## src/sac_pkg.sv

```systemverilog
// constants, types and carriers for the converter control block
`default_nettype none
package sac_pkg;

	// system clock and derived conversion clock limits
	localparam int CLK_HZ          = 100_000_000;
	localparam int MAX_CONV_CLK_HZ = 8_300_000;
	localparam int MAX_RATE_SPS    = 500_000;
	// smallest divide value keeping the conversion clock legal
	localparam logic [4:0] DIV_RST =
		5'((CLK_HZ + MAX_CONV_CLK_HZ - 1) / MAX_CONV_CLK_HZ - 1);

	// register map, one byte per index
	localparam int         ADDR_W     = 2;
	localparam logic [1:0] REG_CTRL   = 2'h0;
	localparam logic [1:0] REG_CFG    = 2'h1;
	localparam logic [1:0] REG_MUX    = 2'h2;
	localparam logic [1:0] REG_RESULT = 2'h3;

	// control register fields
	localparam int CTRL_EN      = 7;
	localparam int CTRL_TM      = 6;
	localparam int CTRL_FLAG    = 5;
	localparam int CTRL_BUSY    = 4;
	localparam int CTRL_IRQEN   = 3;
	localparam int CTRL_SRC_LSB = 0;
	localparam int SRC_W        = 3;

	// configuration register fields
	localparam int CFG_DIV_LSB  = 3;
	localparam int CFG_GAIN_LSB = 0;

	// multiplexer register fields
	localparam int MUX_NEG_LSB = 4;
	localparam int MUX_POS_LSB = 0;

	// reset values
	localparam logic [7:0] CTRL_RST = 8'h00;
	localparam logic [1:0] GAIN_RST = 2'h0;
	localparam logic [7:0] MUX_RST  = 8'h00;

	// start source encodings, top bit set means external strobe
	localparam logic [2:0] SRC_SW = 3'h0;
	localparam logic [2:0] SRC_T0 = 3'h1;
	localparam logic [2:0] SRC_T2 = 3'h2;
	localparam logic [2:0] SRC_T1 = 3'h3;

	// internal positive inputs
	localparam logic [3:0] POS_TEMP = 4'h8;
	localparam logic [3:0] POS_VDD  = 4'h9;

	// sequencing counts
	localparam logic [1:0] TRACK_CLKS = 2'h3;
	localparam logic [2:0] SAR_TOP    = 3'h7;
	localparam logic [7:0] SAR_FIRST  = 8'h80;
	localparam logic [7:0] SIGN_FLIP  = 8'h80;

	// sequencer states, gray along idle, track, convert
	typedef enum logic [1:0] {
		ST_IDLE  = 2'h0,
		ST_TRACK = 2'h1,
		ST_CONV  = 2'h3
	} sac_state_e;

	// timer overflow pulses
	typedef struct packed {
		logic t0Ovf;
		logic t1Ovf;
		logic t2LowOvf;
		logic t2HighOvf;
		logic t2Is16;
	} sac_timer_s;

	// steering for the analog front end
	typedef struct packed {
		logic       shutdown;
		logic       track;
		logic       diffMode;
		logic [1:0] gain;
		logic [3:0] posSel;
		logic [3:0] negSel;
		logic       tempSel;
		logic       vddSel;
	} sac_front_s;

endpackage
`default_nettype wire
```

## src/sac_conversion_control.sv

```systemverilog
// control logic around an 8-bit successive-approximation converter
`timescale 1ns/1ps
`default_nettype none
module sac_conversion_control (
	input  wire logic                      sys_clk,
	input  wire logic                      rstn,
	input  wire logic [sac_pkg::ADDR_W-1:0] regAddr,
	input  wire logic [7:0]                regWdata,
	input  wire logic                      regWr,
	input  wire logic                      regRd,
	output logic      [7:0]                regRdata,
	input  wire sac_pkg::sac_timer_s       timerEvt,
	input  wire logic                      extStartPin,
	input  wire logic                      sleepMode,
	input  wire logic                      sarCompare,
	output logic      [7:0]                sarTrial,
	output sac_pkg::sac_front_s            frontEnd,
	output logic                           convBusy,
	output logic                           convIrq
);

	// one-hot mask for a bit position
	function automatic logic [7:0] bitMask(input logic [2:0] idx);
		bitMask = 8'h01 << idx;
	endfunction

	// software-visible register state
	logic                ctrlEnable;   // converter on
	logic                trackMode;    // low-power tracking
	logic                doneFlag;     // sticky completion
	logic                irqEnable;    // interrupt gate
	logic [2:0]          startSrc;     // start source code
	logic [4:0]          clkDivide;    // conversion divider
	logic [1:0]          ampGain;      // amplifier gain
	logic [7:0]          muxSel;       // neg and pos select
	logic                next_ctrlEnable;
	logic                next_trackMode;
	logic                next_doneFlag;
	logic                next_irqEnable;
	logic [2:0]          next_startSrc;
	logic [4:0]          next_clkDivide;
	logic [1:0]          next_ampGain;
	logic [7:0]          next_muxSel;
	logic [7:0]          next_regRdata;

	// strobe synchroniser and filtered level
	logic                strbS1;       // metastability stage
	logic                strbS2;
	logic                strbS3;
	logic                strbLvl;      // agreed level
	logic                next_strbLvl;
	logic                extRise;      // filtered rising edge

	// sequencer state
	sac_pkg::sac_state_e state;
	sac_pkg::sac_state_e next_state;
	logic [4:0]          divCnt;       // divider phase
	logic [4:0]          next_divCnt;
	logic [1:0]          trkCnt;       // tracking clocks seen
	logic [1:0]          next_trkCnt;
	logic [2:0]          bitIdx;       // bit being decided
	logic [2:0]          next_bitIdx;
	logic [7:0]          next_sarTrial;
	logic [7:0]          convResult;   // formatted result
	logic [7:0]          next_convResult;

	// shared decode
	logic                diffMode;
	logic                convTick;     // one per conversion clock
	logic                swStart;
	logic                t2Ovf;
	logic                trigger;
	logic                startReq;
	logic                doneSet;      // conversion completes
	logic [7:0]          convRaw;      // trial after decision

	// field decode used by several groups
	always_comb
	begin
		// ground chosen whenever top negative bit set
		diffMode = ~muxSel[sac_pkg::MUX_NEG_LSB+3];
		convTick = (divCnt == clkDivide);
		// timer 2 half follows its counting width
		t2Ovf = timerEvt.t2Is16 ? timerEvt.t2HighOvf
			: timerEvt.t2LowOvf;
		swStart = regWr && (regAddr == sac_pkg::REG_CTRL)
			&& regWdata[sac_pkg::CTRL_BUSY];
		extRise = next_strbLvl && !strbLvl;
		// start source selection
		unique case (startSrc)
			sac_pkg::SRC_SW: trigger = swStart;
			sac_pkg::SRC_T0: trigger = timerEvt.t0Ovf;
			sac_pkg::SRC_T2: trigger = t2Ovf;
			sac_pkg::SRC_T1: trigger = timerEvt.t1Ovf;
			default:         trigger = extRise;
		endcase
		// triggers while busy or disabled are dropped
		startReq = ctrlEnable && (state == sac_pkg::ST_IDLE)
			&& trigger;
	end

	// strobe level: counts once stages two and three agree
	always_comb
	begin
		next_strbLvl = (strbS2 == strbS3) ? strbS3 : strbLvl;
	end

	// strobe flops; only stage two reads stage one
	always_ff @(posedge sys_clk or negedge rstn)
	begin
		if (!rstn)
		begin
			strbS1  <= 1'b0;
			strbS2  <= 1'b0;
			strbS3  <= 1'b0;
			strbLvl <= 1'b0;
		end
		else
		begin
			strbS1  <= extStartPin;
			strbS2  <= strbS1;
			strbS3  <= strbS2;
			strbLvl <= next_strbLvl;
		end
	end

	// sequencer, divider and approximation register
	always_comb
	begin
		next_state      = state;
		next_divCnt     = convTick ? 5'h00 : divCnt + 5'h01;
		next_trkCnt     = trkCnt;
		next_bitIdx     = bitIdx;
		next_sarTrial   = sarTrial;
		next_convResult = convResult;
		doneSet         = 1'b0;
		// keep the bit when the comparator says input is higher
		convRaw = sarCompare ? sarTrial
			: (sarTrial & ~bitMask(bitIdx));
		unique case (state)
			sac_pkg::ST_IDLE:
			begin
				if (startReq)
				begin
					// restart divider so each phase is a full clock
					next_divCnt = 5'h00;
					next_trkCnt = 2'h0;
					next_bitIdx = sac_pkg::SAR_TOP;
					next_sarTrial = sac_pkg::SAR_FIRST;
					// strobe already tracked while it was low
					if (trackMode && !startSrc[2])
						next_state = sac_pkg::ST_TRACK;
					else
						next_state = sac_pkg::ST_CONV;
				end
			end
			sac_pkg::ST_TRACK:
			begin
				if (convTick)
				begin
					next_trkCnt = trkCnt + 2'h1;
					if (trkCnt == sac_pkg::TRACK_CLKS - 2'h1)
						next_state = sac_pkg::ST_CONV;
				end
			end
			sac_pkg::ST_CONV:
			begin
				if (convTick)
				begin
					if (bitIdx == 3'h0)
					begin
						// last decision: publish and drop busy
						next_state = sac_pkg::ST_IDLE;
						doneSet    = 1'b1;
						next_sarTrial = convRaw;
						// offset binary becomes signed when differential
						next_convResult = diffMode
							? (convRaw ^ sac_pkg::SIGN_FLIP)
							: convRaw;
					end
					else
					begin
						next_bitIdx = bitIdx - 3'h1;
						next_sarTrial = convRaw
							| bitMask(bitIdx - 3'h1);
					end
				end
			end
			default:
				next_state = sac_pkg::ST_IDLE;
		endcase
		// disabling aborts silently and holds the divider at zero
		if (!ctrlEnable)
		begin
			next_state  = sac_pkg::ST_IDLE;
			next_divCnt = 5'h00;
			doneSet     = 1'b0;
		end
	end

	// sequencer flops
	always_ff @(posedge sys_clk or negedge rstn)
	begin
		if (!rstn)
		begin
			state      <= sac_pkg::ST_IDLE;
			divCnt     <= 5'h00;
			trkCnt     <= 2'h0;
			bitIdx     <= 3'h0;
			sarTrial   <= 8'h00;
			convResult <= 8'h00;
		end
		else
		begin
			state      <= next_state;
			divCnt     <= next_divCnt;
			trkCnt     <= next_trkCnt;
			bitIdx     <= next_bitIdx;
			sarTrial   <= next_sarTrial;
			convResult <= next_convResult;
		end
	end

	// register writes, flag handling and read data
	always_comb
	begin
		next_ctrlEnable = ctrlEnable;
		next_trackMode  = trackMode;
		next_doneFlag   = doneFlag;
		next_irqEnable  = irqEnable;
		next_startSrc   = startSrc;
		next_clkDivide  = clkDivide;
		next_ampGain    = ampGain;
		next_muxSel     = muxSel;
		next_regRdata   = 8'h00;
		if (regWr)
		begin
			unique case (regAddr)
				sac_pkg::REG_CTRL:
				begin
					next_ctrlEnable = regWdata[sac_pkg::CTRL_EN];
					next_trackMode  = regWdata[sac_pkg::CTRL_TM];
					// writing zero clears, writing one leaves it
					next_doneFlag = doneFlag
						& regWdata[sac_pkg::CTRL_FLAG];
					next_irqEnable = regWdata[sac_pkg::CTRL_IRQEN];
					next_startSrc = regWdata[sac_pkg::CTRL_SRC_LSB
						+: sac_pkg::SRC_W];
				end
				sac_pkg::REG_CFG:
				begin
					next_clkDivide = regWdata[sac_pkg::CFG_DIV_LSB +: 5];
					next_ampGain = regWdata[sac_pkg::CFG_GAIN_LSB
						+: 2];
				end
				sac_pkg::REG_MUX:
					next_muxSel = regWdata;
				default:
					next_muxSel = muxSel; // result is read-only
			endcase
		end
		// completion beats a clear in the same cycle
		if (doneSet)
			next_doneFlag = 1'b1;
		if (regRd)
		begin
			unique case (regAddr)
				sac_pkg::REG_CTRL:
					next_regRdata = {ctrlEnable, trackMode, doneFlag,
						convBusy, irqEnable, startSrc};
				sac_pkg::REG_CFG:
					next_regRdata = {clkDivide, 1'b0, ampGain};
				sac_pkg::REG_MUX:
					next_regRdata = muxSel;
				default:
					next_regRdata = convResult;
			endcase
		end
	end

	// register flops
	always_ff @(posedge sys_clk or negedge rstn)
	begin
		if (!rstn)
		begin
			ctrlEnable <= sac_pkg::CTRL_RST[sac_pkg::CTRL_EN];
			trackMode  <= sac_pkg::CTRL_RST[sac_pkg::CTRL_TM];
			doneFlag   <= sac_pkg::CTRL_RST[sac_pkg::CTRL_FLAG];
			irqEnable  <= sac_pkg::CTRL_RST[sac_pkg::CTRL_IRQEN];
			startSrc   <= sac_pkg::CTRL_RST[2:0];
			clkDivide  <= sac_pkg::DIV_RST;
			ampGain    <= sac_pkg::GAIN_RST;
			muxSel     <= sac_pkg::MUX_RST;
			regRdata   <= 8'h00;
		end
		else
		begin
			ctrlEnable <= next_ctrlEnable;
			trackMode  <= next_trackMode;
			doneFlag   <= next_doneFlag;
			irqEnable  <= next_irqEnable;
			startSrc   <= next_startSrc;
			clkDivide  <= next_clkDivide;
			ampGain    <= next_ampGain;
			muxSel     <= next_muxSel;
			regRdata   <= next_regRdata;
		end
	end

	// status and front-end steering, from flops except the sleepMode input
	always_comb
	begin
		convBusy = (state != sac_pkg::ST_IDLE);
		convIrq  = doneFlag && irqEnable;
		frontEnd.shutdown = !ctrlEnable;
		frontEnd.diffMode = diffMode;
		frontEnd.gain     = ampGain;
		frontEnd.posSel   = muxSel[sac_pkg::MUX_POS_LSB +: 4];
		frontEnd.negSel   = muxSel[sac_pkg::MUX_NEG_LSB +: 4];
		frontEnd.tempSel  = (frontEnd.posSel == sac_pkg::POS_TEMP);
		frontEnd.vddSel   = (frontEnd.posSel == sac_pkg::POS_VDD);
		// sleep forces tracking off in every mode to save the sampling current
		if (!ctrlEnable || sleepMode)
			frontEnd.track = 1'b0;
		else if (!trackMode)
			frontEnd.track = !convBusy;
		else if (startSrc[2])
			frontEnd.track = !convBusy && !strbLvl;
		else
			frontEnd.track = (state == sac_pkg::ST_TRACK);
	end
endmodule // sac_conversion_control
`default_nettype wire

```

## config.mk

```make
export PLATFORM = sky130hd
export DESIGN_NAME = sac_conversion_control
export DESIGN_NICKNAME = d
export VERILOG_FILES = /design/src/sac_pkg.sv /design/src/sac_conversion_control.sv
export SDC_FILE = /design/constraint.sdc
export NUM_CORES = 1
export LEC_CHECK = 0
export BUFFER_PORTS_ARGS = -buffer_cell sky130_fd_sc_hd__buf_2
export CAP_MARGIN = 20
export CORE_UTILIZATION = 55
export CTS_CLUSTER_DIAMETER = 60
export CTS_CLUSTER_SIZE = 10
export DETAILED_ROUTE_END_ITERATION = 12
export GPL_ROUTABILITY_DRIVEN = 0
export GPL_TIMING_DRIVEN = 0
export PLACE_DENSITY = 0.88
export SETUP_SLACK_MARGIN = 0.02
export SYNTH_ARGS = -nofsm -noshare
export SYNTH_HDL_FRONTEND = slang
export SYNTH_SLANG_ARGS = --single-unit
```

## constraint.sdc

```tcl
create_clock -name sys_clk -period 3.8 [get_ports sys_clk]
set_input_delay 0.38 -clock sys_clk [delete_from_list [all_inputs] [get_ports sys_clk]]
set_output_delay 0.38 -clock sys_clk [all_outputs]
set_load 0.1 [all_outputs]
```

**After elaboration in Yosys (flattened, before gate mapping)**

Index checks and enable logic that the tools add are counted.

- Flip-flop bits (word level): 62
- Bits of input ports: 22
- Output and inout port bits: 33
- Word-level logic and storage cells: 122

- Add/subtract/negate cells: 3
- Eq/ne operators: 21
- Shift operators: 2
- Muxes and demuxes: 40
- Bitwise operators: 6
- Reductions and logical operators: 31

Operator list:

| operator | number |
|---|---|
| 8-bit 2-to-1 mux | 6 |
| 8-bit one-hot mux with 3 select lines | 1 |
| 5-bit 2-to-1 mux | 4 |
| 2-bit 2-to-1 mux | 9 |
| 8-bit one-hot mux with 2 select lines | 1 |
| 1-bit by 3-bit << shifter with 8-bit output (first input constant) | 2 |
| 3-bit inequality test (second input constant) | 5 |
| 1-bit 2-to-1 mux | 12 |
| 2-bit nonzero test | 5 |
| 3-bit 2-to-1 mux | 3 |
| 3-bit AND reduction | 3 |
| 8-bit AND | 1 |
| 4-bit equality test (second input constant) | 2 |
| 1-bit logical AND | 8 |
| 2-bit inequality test (second input constant) | 4 |
| 8-bit NOT | 1 |
| 8-bit bitwise OR | 1 |
| 2-bit AND reduction | 4 |
| 2-bit equality test (second input constant) | 3 |
| 3-bit by 2-bit equality test with 1-bit output (second input constant) | 2 |
| 3-bit logical NOT | 2 |
| 2-bit one-hot mux with 3 select lines | 1 |
| 3-bit one-hot mux with 2 select lines | 1 |
| 5-bit by 1-bit adder with 5-bit output (second input constant) | 1 |
| 15 further kinds | 21 |

**Depth between registers and ports, before layout**

- Depth after elaboration: 8
- Depth in mapped cells: 8
- Depth with buffers taken out: 7

**Worst setup path after synthesis**

OpenSTA, ideal clock, no wires.

- Path kind: reg2out
- Start: register muxSel[3]
- End: output frontEnd[1] in the netlist's numbering
- Data arrival time: 4.097 ns
- Required time: 3.420 ns
- Setup slack: -0.677 ns
- Stages on the path, launching flop included: 2
- Path buffers: 0
- Path through: dfrtp_1 > nor4b_1

RTL lines:

| what | line | RTL |
|---|---|---|
| start, declared | sac_conversion_control.sv:35 | `logic [7:0] muxSel;` |
| start signal, assigned | sac_conversion_control.sv:293 | `muxSel <= sac_pkg::MUX_RST;` |
| start signal, assigned | sac_conversion_control.sv:305 | `muxSel <= next_muxSel;` |
| end, declared | sac_conversion_control.sv:17 | `output sac_pkg::sac_front_s frontEnd,` |

==> flow_summary.ini <==
[global_route]
grt_pass1_wl_um = 11700
grt_pass1_vias = 2359
grt_antenna_before_repair = 0
grtUsageTotal_pct = 26.0
grt_remaining_overflow = 0
grt_max_degree = 43

[clock_network]
clk_path_buf_depth = 2
htree_num_levels = 3
worstSkewPairLatency_ns = 0.34
numCtsBuffers = 9
cts_tree = yes
cts_sinks = 62
clkTransAtPathRegs_ns = 0.07
cts-root-buf = clkbuf_8

[detailed_routing]
via_per_inst = 5.81
detail-route-antenna-nets = 0
drt-total-wl_um = 6830
drc_errors = 0
drtIter0Drc = 118
routedWlPerCell_um = 17.0
vias = 2330
dr.pass1.iters = 5

[power_and_ir_drop]
vdd_ir_drop_max_uv = 520
p_per_area_mw_per_mm2 = 656
p_leak_nw = 1.72

[layout]
nets = 356
final_area_mm2 = 0.00364
fin_cells = 401
n_antenna_cell = 0
drive_gt1_share_pct = 34.4
syn_to_final_growth_pct = 20.9

[floorplanning]
die_x_um = 76.0
io_pins = 55
dieArea_mm2 = 0.00578
rows = 26
die_h_um = 76.0
initial_core_util_pct = 57.9
core_mm2 = 0.00520

[place]
placed_area_mm2 = 0.00341
dp_cells = 384
dp_hpwl_um = 5000
numPortBuffers = 54

[setup_path]
crit_path_end_kind = output pin
start_kind = flip-flop
ff2ff_setup_slack_ns = 1.77
required_ns = 3.42
critical_path_class = reg2out
crit_path_max_fanout = 3
arrival_ns = 1.72

[synthesis]
synth_ff_type = dfrtp_1
synth_seq_cells = 62
yosysMostFrequentCell = dfrtp_1
synthCells = 259
netlist_top_cells_count = 60 x dfrtp_1, 24 x nand2_1, 23 x mux2_2
avgSynthCellArea_um2 = 11.6
syn_area_mm2 = 0.00302
synth.distinct_cells = 51
yosys_warnings = 0
synth_edf_count = 0
seq_area_frac_synth_pct = 51.5
syn_nets = 289
async_reset_ff_share_pct = 100
synthTopCellsByArea = dfrtp_1 50%, mux2_2 8.6%, mux4_2 5.2%
synth_area_leader_cell = dfrtp_1
yosysTopAreaCellShare_pct = 49.8

[sta]
setup_viol = 0
rsz0062_at_grt = false
slew_headroom_pct = 63.2
finalMaxSlewViolations = 0
finalCritPeriodShare_pct = 55.2
fmax_mhz = 477
fin_skew_ns = 0.00727
tightest_slew_ns = 0.552
hold_viol = 0
tns_ns = 0
min_period_ns = 2.10

[run_status]
status = finished, final reports clean

[worst_hold_path]
hp-class = in2reg

[run]
cap_violations = 0
-- stage by stage --
step | worst slack (ns) | hold WS (ns) | util, % | power (mW)
after floorplan | 0.506 | 0.0844 | - | 1.56
after global placement | 1.69 | 0.334 | 65.2 | 1.72
after detailed placement | 1.58 | 0.339 | 65.6 | 1.75
after CTS | 1.66 | 0.130 | 70.0 | 2.40
after global routing | 1.56 | 0.127 | 70.0 | 2.49
final | 1.70 | 0.146 | 70.0 | 2.39
-- cells by family (layout without fill, tap and decap cells) --
logic type | after synthesis | in the layout | synth area share [%]
AOI/OAI and AO/OA | 46 | 46 | 10.2
xor gates and xnor gates | 9 | 9 | 2.61
adders and majority gates | 9 | 9 | 3.65
buffers and inverters | 20 | 92 | 2.90
DFF | 62 | 62 | 51.5
muxes | 32 | 32 | 14.5
and+or+nand+nor | 81 | 81 | 14.6
-- state kept, by name, summed over array words and instances, names as in the netlist, 2 cells and up --
name / count
bitIdx: 3
ampGain: 2
divCnt: 5
clkDivide: 5
convResult: 8
startSrc: 3
trkCnt: 2
sarTrial: 8
state: 2
regRdata: 8
muxSel: 8
-- per-layer routing --
metal	part of all wire, %	GRT usage (%)	vias to the layer above	wire [um]
li1	-	-	1063	-
met1	42	33.3	1122	2900
met2	49	42.9	130	3340
met3	7.5	7.43	15	512
met4	1.1	8.46	0	72
met5	0	0	-	0
-- power by group --
group	internal [mW]	total (mW)	switching [mW]
Clock	0.384	0.643	0.259
Sequential	0.763	0.870	0.107
Combinational	0.230	0.878	0.648
-- worst max-delay path, cell delays in order, from the launching register on --
cell	delay [ns]
dfrtp_1	0.39
nand2b_1	0.14
a21oi_1	0.16
a31oi_1	0.08
nor4_2	0.15
buf_2	0.46
-- final cells by class --
| type | instances | area (um2) |
|---|---|---|
| Inverter | 11 | 41.3 |
| Buffer | 9 | 46.3 |
| Clock inverter | 6 | 85.1 |
| Fill cell | 365 | 1560 |
| Clock buffer | 10 | 138 |
| Sequential cell | 62 | 1550 |
| Multi-Input combinational cell | 177 | 1390 |
| Tap cell | 70 | 87.6 |
| Timing Repair Buffer | 56 | 300 |
-- timing repair --
action / 4_1_cts / 5_1_grt
setup buffers: 0 / 0
gates resized for setup: 0 / 0
hold buffers: 1 / 0
endpoints found under the hold margin: 19 / 0
-- worst paths after layout --
path | cells after the start | start | to
min | 1 | extStartPin | strbS1
max reg2reg | 8 | bitIdx[0] | convResult[0]
max | 5 | strbLvl | frontEnd[13]
min reg2reg | 0 | strbS1 | strbS2
max in group asynchronous | 3 | rstn | clkDivide[3]
min in group asynchronous | 2 | rstn | strbS3
-- layout by cell type (no fill, tap or decap), drive strengths merged, types with 2 or more instances in the layout --
cell / count
dfstp: 2
clkbuf: 16
nand3b: 4
dfrtp: 60
a31oi: 5
nor3: 3
mux2i: 2
o21ai: 15
nor2b: 2
bufinv: 2
nand2b: 3
a21boi: 3
inv: 11
xnor2: 2
nor2: 17
nor3b: 2
xor2: 7
and2: 11
o2bb2ai: 4
a21oi: 7
nand2: 24
ha: 8
clkinvlp: 2
buf: 58
clkinv: 2
or2: 2
a311oi: 2
mux2: 23
mux4: 7
nand4b: 3
nand3: 4
(Power assumes the default switching activity.)
